File: config.mk
export PLATFORM = sky130hd
export DESIGN_NAME = udh_uart_dma_pins
export DESIGN_NICKNAME = d
export VERILOG_FILES = /design/src/common/udh_pkg.sv /design/src/udh_sync2.sv /design/src/udh_uart_dma_pins.sv
export SDC_FILE = /design/constraint.sdc
export NUM_CORES = 1
export LEC_CHECK = 0
export ABC_AREA = 0
export BUFFER_PORTS_ARGS = -buffer_cell sky130_fd_sc_hd__buf_2
export CAP_MARGIN = 20
export CORE_UTILIZATION = 52
export DETAILED_ROUTE_END_ITERATION = 7
export GPL_TIMING_DRIVEN = 1
export PLACE_DENSITY = 0.85
export SYNTH_ARGS = -nofsm -noshare
export SYNTH_HDL_FRONTEND = slang
export SYNTH_SLANG_ARGS = --single-unit
export TNS_END_PERCENT = 50
File: constraint.sdc
create_clock -name core_clk -period 2.05 [get_ports core_clk]
set_clock_uncertainty 0.2 [all_clocks]
set_input_delay 0.1025 -clock core_clk [delete_from_list [all_inputs] [get_ports core_clk]]
set_output_delay 0.1025 -clock core_clk [all_outputs]
set_load 0.02 [all_outputs]
File: src/common/udh_pkg.sv
`default_nettype none
package udh_pkg;

    // Register port shape
    localparam int unsigned ADDR_W = 3;
    localparam int unsigned DATA_W = 8;

    // Register offsets
    localparam logic [ADDR_W-1:0] FIFO_CTRL_OFS = 3'h2;
    localparam logic [ADDR_W-1:0] MODEM_CTRL_OFS = 3'h4;
    localparam logic [ADDR_W-1:0] PIN_STATUS_OFS = 3'h5;
    localparam logic [ADDR_W-1:0] RX_LEVEL_OFS = 3'h6;
    localparam logic [ADDR_W-1:0] TX_LEVEL_OFS = 3'h7;

    // Modem control fields
    localparam int unsigned MC_DTR_BIT = 0;
    localparam int unsigned MC_RTS_BIT = 1;
    localparam int unsigned MC_OUT1_BIT = 2;
    localparam int unsigned MC_OUT2_BIT = 3;
    localparam int unsigned MC_LOOP_BIT = 4;
    localparam int unsigned MC_W = 5;

    // FIFO control fields
    localparam int unsigned FC_FIFO_EN_BIT = 0;
    localparam int unsigned FC_RX_CLR_BIT = 1;
    localparam int unsigned FC_TX_CLR_BIT = 2;
    localparam int unsigned FC_DMA_MODE_BIT = 3;

    // Pin status fields
    localparam int unsigned PS_RX_RDY_BIT = 0;
    localparam int unsigned PS_TX_RDY_BIT = 1;
    localparam int unsigned PS_FIFO_EN_BIT = 2;
    localparam int unsigned PS_DMA_MODE_BIT = 3;
    localparam int unsigned PS_SIN_BIT = 4;
    localparam int unsigned PS_SERIAL_OUT_BIT = 5;

    // Reset values
    localparam logic [MC_W-1:0] MODEM_CTRL_RST = 5'h00;
    localparam logic FIFO_EN_RST = 1'b0;
    localparam logic DMA_MODE_RST = 1'b0;
    localparam logic [DATA_W-1:0] RDATA_RST = 8'h00;

    // FIFO geometry
    localparam int unsigned FIFO_DEPTH = 16;
    localparam int unsigned LVL_W = 5;

    typedef struct packed {
        logic [LVL_W-1:0] rx_level;
        logic [LVL_W-1:0] tx_level;
        logic rx_trigger;
        logic rx_timeout;
    } udh_fifo_stat_t;

    typedef struct packed {
        logic cs;
        logic wr;
        logic wr_n;
        logic rd;
        logic rd_n;
        logic [ADDR_W-1:0] addr;
        logic [DATA_W-1:0] wdata;
    } udh_cpu_req_t;

    typedef enum logic {
        RDY_RELEASED,
        RDY_ASSERTED
    } udh_rdy_state_t;

endpackage
`default_nettype wire

File: src/udh_sync2.sv
`default_nettype none
module udh_sync2 #(
    parameter int unsigned WIDTH = 1,
    parameter logic [WIDTH-1:0] RST_VAL = '1
)
(
    input wire logic core_clk,
    input wire logic nrst,
    input wire logic cen,
    input wire logic [WIDTH-1:0] async_in,
    output logic [WIDTH-1:0] sync_out
);

    logic [WIDTH-1:0] meta_q;
    logic [WIDTH-1:0] sync_q;

    // First stage feeds only the second stage
    always_ff @(posedge core_clk or negedge nrst)
    begin
        if (!nrst)
        begin
            meta_q <= RST_VAL;
            sync_q <= RST_VAL;
        end
        else if (cen)
        begin
            meta_q <= async_in;
            sync_q <= meta_q;
        end
    end

    assign sync_out = sync_q;

endmodule
`default_nettype wire

File: src/udh_uart_dma_pins.sv
// Behaviour
// - RTS pin is driven low while the modem control RTS bit is set and high while it is clear.
// - Reset puts the RTS pin at its inactive high level.
// - In loopback the RTS pin stays inactive whatever the modem control bit holds.
// - With FIFOs on the dma mode bit picks the signalling type of both ready pins; without FIFOs only single-transfer applies.
// - Single-transfer moves one transfer per request; multi-transfer keeps requesting until receive FIFO empties or transmit FIFO fills.
// - Single-transfer receive ready is low while any received character is held and high when none remain.
// - Multi-transfer receive ready goes low at trigger level or timeout and high once the receive FIFO is empty.
// - Single-transfer transmit ready is low while transmit FIFO and holding register are empty and high after a character is loaded.
// - Multi-transfer transmit ready goes low when the transmit FIFO is empty and high only when it is completely full.
// - Reset puts the serial output at the marking high level.
// - A write goes to the addressed register while chip select is high and either write strobe is active.
// - A read comes from the addressed register while chip select is high and either read strobe is active.
`default_nettype none
module udh_uart_dma_pins #(
    parameter int unsigned FIFO_DEPTH = udh_pkg::FIFO_DEPTH
)
(
    input wire logic core_clk,
    input wire logic nrst,
    input wire logic cen,
    input wire udh_pkg::udh_cpu_req_t cpu_req,
    output logic [udh_pkg::DATA_W-1:0] cpu_rdata,
    input wire udh_pkg::udh_fifo_stat_t fifo_stat,
    input wire logic tx_serial_bit,
    input wire logic serial_in,
    output logic rx_serial_bit,
    output logic serial_out,
    output logic rts_n,
    output logic dtr_n,
    output logic out1_n,
    output logic out2_n,
    output logic loopback,
    output logic fifo_enabled,
    output logic rx_fifo_clear,
    output logic tx_fifo_clear,
    output logic rx_dma_ready_n,
    output logic tx_dma_ready_n
);

    localparam logic [udh_pkg::LVL_W-1:0] FULL_LEVEL = FIFO_DEPTH[udh_pkg::LVL_W-1:0];

    // Either polarity of a strobe counts; the idle one is tied off outside
    function automatic logic strobe_active(input logic hi, input logic lo_n);
        strobe_active = hi | ~lo_n;
    endfunction

    function automatic logic level_empty(input logic [udh_pkg::LVL_W-1:0] lvl);
        level_empty = (lvl == '0);
    endfunction

    logic wr_en;
    logic rd_en;
    logic sin_sync;
    logic dma_mode_eff;

    logic [udh_pkg::MC_W-1:0] modem_ctrl_q;
    logic fifo_en_q;
    logic dma_mode_q;
    logic [udh_pkg::DATA_W-1:0] rdata_q;
    logic rdata_d;
    logic rx_clr_q;
    logic tx_clr_q;
    logic rts_n_q;
    logic dtr_n_q;
    logic out1_n_q;
    logic out2_n_q;
    logic loop_q;
    logic serial_out_q;
    logic rx_line_q;
    logic rx_rdy_n_q;
    logic tx_rdy_n_q;
    udh_pkg::udh_rdy_state_t rx_state_q;
    udh_pkg::udh_rdy_state_t rx_state_d;
    udh_pkg::udh_rdy_state_t tx_state_q;
    udh_pkg::udh_rdy_state_t tx_state_d;

    // Register access decode
    assign wr_en = cpu_req.cs & strobe_active(cpu_req.wr, cpu_req.wr_n);
    assign rd_en = cpu_req.cs & strobe_active(cpu_req.rd, cpu_req.rd_n);

    udh_sync2 #(
        .WIDTH(1),
        .RST_VAL(1'b1)
    ) u_sin_sync (
        .core_clk(core_clk),
        .nrst(nrst),
        .cen(cen),
        .async_in(serial_in),
        .sync_out(sin_sync)
    );

    // Modem control register
    always_ff @(posedge core_clk or negedge nrst)
    begin
        if (!nrst)
        begin
            modem_ctrl_q <= udh_pkg::MODEM_CTRL_RST;
        end
        else if (cen && wr_en && cpu_req.addr == udh_pkg::MODEM_CTRL_OFS)
        begin
            modem_ctrl_q <= cpu_req.wdata[udh_pkg::MC_W-1:0];
        end
    end

    // FIFO control register; mode bits only stick while FIFOs are being enabled
    always_ff @(posedge core_clk or negedge nrst)
    begin
        if (!nrst)
        begin
            fifo_en_q <= udh_pkg::FIFO_EN_RST;
            dma_mode_q <= udh_pkg::DMA_MODE_RST;
        end
        else if (cen && wr_en && cpu_req.addr == udh_pkg::FIFO_CTRL_OFS)
        begin
            fifo_en_q <= cpu_req.wdata[udh_pkg::FC_FIFO_EN_BIT];
            if (cpu_req.wdata[udh_pkg::FC_FIFO_EN_BIT])
            begin
                dma_mode_q <= cpu_req.wdata[udh_pkg::FC_DMA_MODE_BIT];
            end
            else
            begin
                dma_mode_q <= 1'b0;
            end
        end
    end

    // FIFO clear pulses: explicit clear bits, or any change of FIFO enable
    always_ff @(posedge core_clk or negedge nrst)
    begin
        if (!nrst)
        begin
            rx_clr_q <= 1'b0;
            tx_clr_q <= 1'b0;
        end
        else if (cen)
        begin
            if (wr_en && cpu_req.addr == udh_pkg::FIFO_CTRL_OFS)
            begin
                rx_clr_q <= cpu_req.wdata[udh_pkg::FC_RX_CLR_BIT]
                    | (cpu_req.wdata[udh_pkg::FC_FIFO_EN_BIT] != fifo_en_q);
                tx_clr_q <= cpu_req.wdata[udh_pkg::FC_TX_CLR_BIT]
                    | (cpu_req.wdata[udh_pkg::FC_FIFO_EN_BIT] != fifo_en_q);
            end
            else
            begin
                rx_clr_q <= 1'b0;
                tx_clr_q <= 1'b0;
            end
        end
    end

    // Modem control pins, all active low, held inactive in loopback
    always_ff @(posedge core_clk or negedge nrst)
    begin
        if (!nrst)
        begin
            rts_n_q <= 1'b1;
            dtr_n_q <= 1'b1;
            out1_n_q <= 1'b1;
            out2_n_q <= 1'b1;
            loop_q <= 1'b0;
        end
        else if (cen)
        begin
            loop_q <= modem_ctrl_q[udh_pkg::MC_LOOP_BIT];
            if (modem_ctrl_q[udh_pkg::MC_LOOP_BIT])
            begin
                rts_n_q <= 1'b1;
                dtr_n_q <= 1'b1;
                out1_n_q <= 1'b1;
                out2_n_q <= 1'b1;
            end
            else
            begin
                rts_n_q <= ~modem_ctrl_q[udh_pkg::MC_RTS_BIT];
                dtr_n_q <= ~modem_ctrl_q[udh_pkg::MC_DTR_BIT];
                out1_n_q <= ~modem_ctrl_q[udh_pkg::MC_OUT1_BIT];
                out2_n_q <= ~modem_ctrl_q[udh_pkg::MC_OUT2_BIT];
            end
        end
    end

    // Serial path; loopback keeps the line marking and feeds the receiver internally
    always_ff @(posedge core_clk or negedge nrst)
    begin
        if (!nrst)
        begin
            serial_out_q <= 1'b1;
            rx_line_q <= 1'b1;
        end
        else if (cen)
        begin
            if (modem_ctrl_q[udh_pkg::MC_LOOP_BIT])
            begin
                serial_out_q <= 1'b1;
                rx_line_q <= tx_serial_bit;
            end
            else
            begin
                serial_out_q <= tx_serial_bit;
                rx_line_q <= sin_sync;
            end
        end
    end

    // Multi-transfer only exists with FIFOs on
    assign dma_mode_eff = fifo_en_q & dma_mode_q;

    // Receive ready hysteresis for multi-transfer
    always_comb
    begin
        rx_state_d = rx_state_q;
        unique case (rx_state_q)
            udh_pkg::RDY_RELEASED:
            begin
                if (fifo_stat.rx_trigger || fifo_stat.rx_timeout)
                begin
                    rx_state_d = udh_pkg::RDY_ASSERTED;
                end
            end
            udh_pkg::RDY_ASSERTED:
            begin
                if (level_empty(fifo_stat.rx_level))
                begin
                    rx_state_d = udh_pkg::RDY_RELEASED;
                end
            end
        endcase
    end

    // Transmit ready hysteresis for multi-transfer
    always_comb
    begin
        tx_state_d = tx_state_q;
        unique case (tx_state_q)
            udh_pkg::RDY_RELEASED:
            begin
                if (level_empty(fifo_stat.tx_level))
                begin
                    tx_state_d = udh_pkg::RDY_ASSERTED;
                end
            end
            udh_pkg::RDY_ASSERTED:
            begin
                if (fifo_stat.tx_level >= FULL_LEVEL)
                begin
                    tx_state_d = udh_pkg::RDY_RELEASED;
                end
            end
        endcase
    end

    always_ff @(posedge core_clk or negedge nrst)
    begin
        if (!nrst)
        begin
            rx_state_q <= udh_pkg::RDY_RELEASED;
            tx_state_q <= udh_pkg::RDY_RELEASED;
        end
        else if (cen)
        begin
            if (dma_mode_eff)
            begin
                rx_state_q <= rx_state_d;
                tx_state_q <= tx_state_d;
            end
            else
            begin
                rx_state_q <= udh_pkg::RDY_RELEASED;
                tx_state_q <= udh_pkg::RDY_RELEASED;
            end
        end
    end

    // Ready pins are registered so the DMA controller never sees a glitch
    always_ff @(posedge core_clk or negedge nrst)
    begin
        if (!nrst)
        begin
            rx_rdy_n_q <= 1'b1;
            tx_rdy_n_q <= 1'b1;
        end
        else if (cen)
        begin
            if (dma_mode_eff)
            begin
                rx_rdy_n_q <= (rx_state_d != udh_pkg::RDY_ASSERTED);
                tx_rdy_n_q <= (tx_state_d != udh_pkg::RDY_ASSERTED);
            end
            else
            begin
                rx_rdy_n_q <= level_empty(fifo_stat.rx_level);
                tx_rdy_n_q <= ~level_empty(fifo_stat.tx_level);
            end
        end
    end

    // Read data, valid in the cycle after the strobe only
    always_comb
    begin
        rdata_d = 1'b0;
        if (rd_en)
        begin
            rdata_d = 1'b1;
        end
    end

    always_ff @(posedge core_clk or negedge nrst)
    begin
        if (!nrst)
        begin
            rdata_q <= udh_pkg::RDATA_RST;
        end
        else if (cen)
        begin
            rdata_q <= udh_pkg::RDATA_RST;
            if (rdata_d)
            begin
                unique case (cpu_req.addr)
                    udh_pkg::MODEM_CTRL_OFS:
                    begin
                        rdata_q <= {{(udh_pkg::DATA_W - udh_pkg::MC_W){1'b0}}, modem_ctrl_q};
                    end
                    udh_pkg::FIFO_CTRL_OFS:
                    begin
                        rdata_q[udh_pkg::FC_FIFO_EN_BIT] <= fifo_en_q;
                        rdata_q[udh_pkg::FC_DMA_MODE_BIT] <= dma_mode_q;
                    end
                    udh_pkg::PIN_STATUS_OFS:
                    begin
                        rdata_q[udh_pkg::PS_RX_RDY_BIT] <= rx_rdy_n_q;
                        rdata_q[udh_pkg::PS_TX_RDY_BIT] <= tx_rdy_n_q;
                        rdata_q[udh_pkg::PS_FIFO_EN_BIT] <= fifo_en_q;
                        rdata_q[udh_pkg::PS_DMA_MODE_BIT] <= dma_mode_eff;
                        rdata_q[udh_pkg::PS_SIN_BIT] <= rx_line_q;
                        rdata_q[udh_pkg::PS_SERIAL_OUT_BIT] <= serial_out_q;
                    end
                    udh_pkg::RX_LEVEL_OFS:
                    begin
                        rdata_q[udh_pkg::LVL_W-1:0] <= fifo_stat.rx_level;
                    end
                    udh_pkg::TX_LEVEL_OFS:
                    begin
                        rdata_q[udh_pkg::LVL_W-1:0] <= fifo_stat.tx_level;
                    end
                    default:
                    begin
                        rdata_q <= udh_pkg::RDATA_RST;
                    end
                endcase
            end
        end
    end

    assign cpu_rdata = rdata_q;
    assign rx_serial_bit = rx_line_q;
    assign serial_out = serial_out_q;
    assign rts_n = rts_n_q;
    assign dtr_n = dtr_n_q;
    assign out1_n = out1_n_q;
    assign out2_n = out2_n_q;
    assign loopback = loop_q;
    assign fifo_enabled = fifo_en_q;
    assign rx_fifo_clear = rx_clr_q;
    assign tx_fifo_clear = tx_clr_q;
    assign rx_dma_ready_n = rx_rdy_n_q;
    assign tx_dma_ready_n = tx_rdy_n_q;

endmodule
`default_nettype wire

# Word-level counts from Yosys, hierarchy flattened
# Cells that the tools add are included.
[totals]
register_bits = 30
latch_bits = 0
elab_cells = 77
input_bits = 33
ram_bits = 0
output_inout_bits = 20
romBits = 0
mem_count = 0
[classes]
mux = 26
eq_ne = 6
n_bitwise = 18
shift = 0
reduce_logical = 7
mul = 0
magnitude_cmp = 1
div_mod_pow = 0
n_addsub = 0
[op_table]
columns = ["operator", "count"]
rows = [
  ["2-to-1 mux 1 bit", 19],
  ["equality test 3 bit, second input constant", 4],
  ["NOT 1 bit", 11],
  ["logical NOT 5 bit", 2],
  ["one-hot mux 1 bit (5 select lines)", 2],
  ["one-hot mux 2 bit (4 select lines)", 1],
  ["2-to-1 mux 6 bit", 1],
  [">= comparator 5 bit, second input constant", 1],
  ["logical AND 1 bit", 4],
  ["bitwise OR 1 bit", 4],
  ["one-hot mux 1 bit (2 select lines)", 2],
  ["one-hot mux 1 bit (4 select lines)", 1],
  ["bitwise AND 1 bit", 3],
  ["equality test 3 x 2 -> 1 bit, second input constant", 1],
  ["logical OR 1 bit", 1],
  ["!= test 1 bit", 1],
]

# Logic depth before layout (Yosys ltp)
[logic_depth]
ltp_word = 5
ltp_mapped = 5
ltp_nobuf = 4

# Hierarchy
# A second synthesis with hierarchy kept.
[hier_totals]
hier_cells = 128
area_unflattened_um2 = 1377.6
[by_module_without_submodules]
columns = ["module", "instances", "cells_per_inst", "seq_area_each_um2", "area_per_inst_um2"]
rows = [
  ["udh_uart_dma_pins", 1, 124, 660.6, 1302.5],
  ["udh_sync2", 1, 4, 52.6, 75.1],
]

# Worst setup path before layout
# OpenSTA, ideal clock, no wires.
[synth_timing]
kind = "reg2reg"
from = "register fifo_en_q, in the netlist fifo_enabled"
to = "register rx_rdy_n_q, in the netlist rx_dma_ready_n"
setup_ns = 0.077
path_stages_with_launch = 4
synth_period_minus_slack_ns = 1.516
setup_slack_ns = 0.534
required_time_ns = 1.773
arrival_ns = 1.239
n_path_buf = 0
cell_sequence = "dfrtp_1 nand2_1 or4_1 a31oi_1"
[synth_between]
elab_chain_cells = 2
[synth_rtl]
columns = ["element", "line", "source"]
rows = [
  ["start: declaration", "udh_uart_dma_pins.sv:58", "logic fifo_en_q;"],
  ["start signal: assignment", "udh_uart_dma_pins.sv:111", "fifo_en_q <= udh_pkg::FIFO_EN_RST;"],
  ["start signal: assignment", "udh_uart_dma_pins.sv:116", "fifo_en_q <= cpu_req.wdata[udh_pkg::FC_FIFO_EN_BIT];"],
  ["bitwise AND 1 bit", "udh_uart_dma_pins.sv:208", "assign dma_mode_eff = fifo_en_q & dma_mode_q;"],
  ["2-to-1 mux 1 bit", "udh_uart_dma_pins.sv:286", "if (dma_mode_eff)"],
  ["end signal: assignment", "udh_uart_dma_pins.sv:288", "rx_rdy_n_q <= (rx_state_d != udh_pkg::RDY_ASSERTED);"],
  ["end signal: assignment", "udh_uart_dma_pins.sv:293", "rx_rdy_n_q <= level_empty(fifo_stat.rx_level);"],
  ["end: declaration", "udh_uart_dma_pins.sv:71", "logic rx_rdy_n_q;"],
]
# No other way between the ends.
# A chain may end at the register's enable or synchronous reset.

# Worst setup path in the final report
[layout_timing]
from = "input port cpu_req[8] (netlist bit)"
to = "register rdata_q (netlist bit cpu_rdata[0])"
[layout_between]
elab_chain_cells = 3
word_cells_on_any_way = 7
cone_classes = "eq/ne (5); mux (2)"
[layout_rtl]
columns = ["element", "line", "source"]
rows = [
  ["start: declaration", "udh_uart_dma_pins.sv:22", "input wire udh_pkg::udh_cpu_req_t cpu_req,"],
  ["equality test 3 bit / equality test 3 x 2 -> 1 bit (equally long branches)", "udh_uart_dma_pins.sv:320", "unique case (cpu_req.addr)"],
  ["one-hot mux 1 bit (5 select lines) *", "udh_uart_dma_pins.sv:320", ""],
  ["2-to-1 mux 6 bit *", "udh_uart_dma_pins.sv:318", "if (rdata_d)"],
  ["end signal: assignment", "udh_uart_dma_pins.sv:317", "rdata_q <= udh_pkg::RDATA_RST;"],
  ["end signal: assignment", "udh_uart_dma_pins.sv:323", "rdata_q <= {{(udh_pkg::DATA_W - udh_pkg::MC_W){1'b0}}, modem_ctrl_q};"],
  ["end signal: indexed assignment", "udh_uart_dma_pins.sv:327", "rdata_q[udh_pkg::FC_FIFO_EN_BIT] <= fifo_en_q;"],
  ["end: declaration", "udh_uart_dma_pins.sv:60", "logic [udh_pkg::DATA_W-1:0] rdata_q;"],
]
# Every way passes the cells marked *; elsewhere a longest branch is shown, timed or not.

==> impl_metrics.json <==
{
  "status": "completed",
  "grt_pass1_vias": 1231,
  "drtIter0Drc": 51,
  "crit_path_end_kind": "flip-flop",
  "ir_drop_v": 0.000510,
  "critPathKind": "in -> reg",
  "max_freq_mhz": 505,
  "slew_headroom_pct": 59.1,
  "p_switching_uw": 404,
  "antenna_found_initial": 0,
  "multi_input_area_um2": 607,
  "hold_path_depth": 4,
  "synthTopCellsByCount": "18 x dfrtp_1, 14 x nor2_1, 13 x inv_1, 10 x dfstp_2, 10 x mux2i_1",
  "switching_share_pct": 31.5,
  "yosys_warnings": 0,
  "setup_viol": 0,
  "detail-route-antenna-nets": 0,
  "drc_errors": 0,
  "ys_seq_elements": 28,
  "synth_area_leader_cell": "dfrtp_1",
  "io_buffer_count": 47,
  "cts_root_buf": "clkbuf_4",
  "synth.distinct_cells": 32,
  "finalPower_mw": 1.29,
  "min-delay-start": "cpu_req[13]",
  "worstPathBufferInverterCount": 3,
  "crit_chain": "dlygate4sd3_1, buf_2, mux2i_1, o22ai_1, a41oi_1, o22ai_1, dlygate4sd3_1",
  "reg2reg_from": "fifo_enabled",
  "instances_no_fill": 233,
  "dieArea_um2": 2910,
  "netlist.area_leader.share_pct": 32.1,
  "cpMaxStageDelayCell": "dlygate4sd3_1",
  "pwr-share-clk_pct": 18.0,
  "dr.pass1.iters": 4,
  "diodes": 0,
  "cpPeakStageDelay_ns": 0.56,
  "seq_area_um2": 713,
  "grt_use_total_pct": 26.9,
  "ys.flop_type": "dfrtp_1",
  "worst_pin_slew_ns": 0.614,
  "rsz0062_at_grt": "no",
  "path_clk_slew_ns": 0.15,
  "rows": 18,
  "hp-class": "in -> reg",
  "clk_path_buf_depth": 2,
  "fin_ws_ns": 0.0684,
  "whs_endpoint": "dma_mode_q",
  "seqPwrFrac_pct": 55.5,
  "post-route-util_pct": 74.5,
  "p_int_uw": 881,
  "critPathMaxFanout": 9,
  "cts.sinks": 28,
  "reg2regPathDepth": 5,
  "layout.nets": 237,
  "routabilityCongestion": 0.897,
  "critPathTopFamily": "buffers and inverters",
  "post-route-period-util_pct": 96.7,
  "finalHoldViolations": 0,
  "die_w_um": 54.0,
  "arrival_ns": 2.01,
  "viasPerCell": 5.49,
  "synth.most_common_cell": "dfrtp_1",
  "io_pins": 53,
  "numCtsBuffers": 3,
  "core_area_um2": 2520,
  "synth_enable_flop_cells": 0,
  "dp_hpwl_mm": 2.37,
  "post_cts_buffers": 0,
  "hold_slack_ns": 0.0176,
  "cts_tree": "built",
  "area_growth_pct": 33.7,
  "clkLatencyLatePin_ns": 0.32,
  "synth.yosys.seq_area_share_pct": 50.8,
  "grt_max_degree": 32,
  "wl_per_cell_um": 14.7,
  "combPwrFrac_pct": 26.5,
  "start_util_pct": 55.7,
  "place_area_um2": 1650,
  "syn_area_per_cell_um2": 10.2,
  "finalInstanceArea_um2": 1880,
  "pre_cts_ws_ns": 0.445,
  "dieHeight_um": 54.0,
  "power_leakage_nw": 0.902,
  "period_needed_ns": 1.98,
  "final_max_slew_viol_count": 0,
  "placed_cells": 209,
  "final.fill_count": 189,
  "largest_register_ffs": 6,
  "crit_path_start_kind": "primary input",
  "netlist_area_um2": 1410,
  "num_vias": 1280,
  "grt_pass1_wl_mm": 5.49,
  "wl_mm": 3.43,
  "reg2reg_to": "cpu_rdata[0]",
  "reg2reg_slack_ns": 0.17,
  "max-cap-violations": 0,
  "synth_top_cells_by_area": "dfrtp_1 32%, dfstp_2 19%, mux2i_1 7.1%",
  "synthArstFlopShare_pct": 100,
  "worstPathRequired_ns": 2.08,
  "syn_inst": 138,
  "power_density_nw_per_um2": 685,
  "setup_tns_ns": 0,
  "drive_above_1_share_pct": 35.5,
  "htreeDepth": 1,
  "grt-ovfl-total": 0
}
final cells by class:
class | instances | area share, %
Sequential cell | 28 | 38.0
Clock buffer | 4 | 1.40
Timing Repair Buffer | 68 | 23.7
Multi-Input combinational cell | 90 | 32.3
Tap cell | 30 | 2.00
Inverter | 13 | 2.60
cell usage in the layout (no fill, tap or decap), types with 4 or more instances in the layout:
master	instances
nand2_1	6
o22ai_1	8
dlygate4sd3_1	20
o21ai_0	6
buf_2	46
nor2_1	14
dfstp_2	10
a21oi_1	6
mux2_2	8
mux2i_1	10
inv_1	13
clkbuf_4	4
dfrtp_1	18
a31oi_1	6
worst max-delay path by stage:
stage               slack (ns)         start  depth (start not counted)              end
floorplan                 0.53  fifo_enabled                          3   rx_dma_ready_n
global route             0.003    cpu_req[8]                          7     cpu_rdata[0]
CTS                       0.11    cpu_req[8]                          7     cpu_rdata[0]
global placement          0.49    cpu_req[9]                          4  modem_ctrl_q[4]
detailed placement        0.44    cpu_req[9]                          4  modem_ctrl_q[2]
finish                    0.07    cpu_req[8]                          7     cpu_rdata[0]
tightest hold or removal path, cell delays in order:
cell	delay [ns]
buf_2	0.08
a21o_1	0.17
o31ai_1	0.08
o21ai_0	0.08
repair_timing:
action,in CTS,in global routing
hold buffers,20,0
hold endpoints to repair,50,0
endpoints found under the setup margin,0,1
resized for setup,0,2
cells by family (layout without fill, tap and decap cells):
logic type                Yosys count  after routing  synth area share, %
AOI/OAI and AO/OA                  36             36                 16.1
and+or+nand+nor                    32             32                 11.3
muxes                              19             19                 14.6
buffers and inverters              21             85                 6.32
DFF                                28             28                 50.8
xor gates and xnor gates            1              1                0.623
other                               1              2                0.267
layer usage:
layer,vias up,track usage (%),routed length [um]
met1,611,33.6,1480
met5,-,0,0
met2,50,46.9,1710
li1,613,-,-
met4,0,10.3,65
met3,6,3.39,178
power by group through the flow:
stage | registers [mW] | clock network (mW) | logic (mW)
2_1_floorplan | 0.755 | 0 | 0.155
3_3_place_gp | 0.718 | 0 | 0.302
3_5_place_dp | 0.722 | 0 | 0.311
4_1_cts | 0.713 | 0.244 | 0.339
5_1_grt | 0.723 | 0.260 | 0.375
6_report | 0.713 | 0.232 | 0.340
Power figures use the tool's default switching activity.
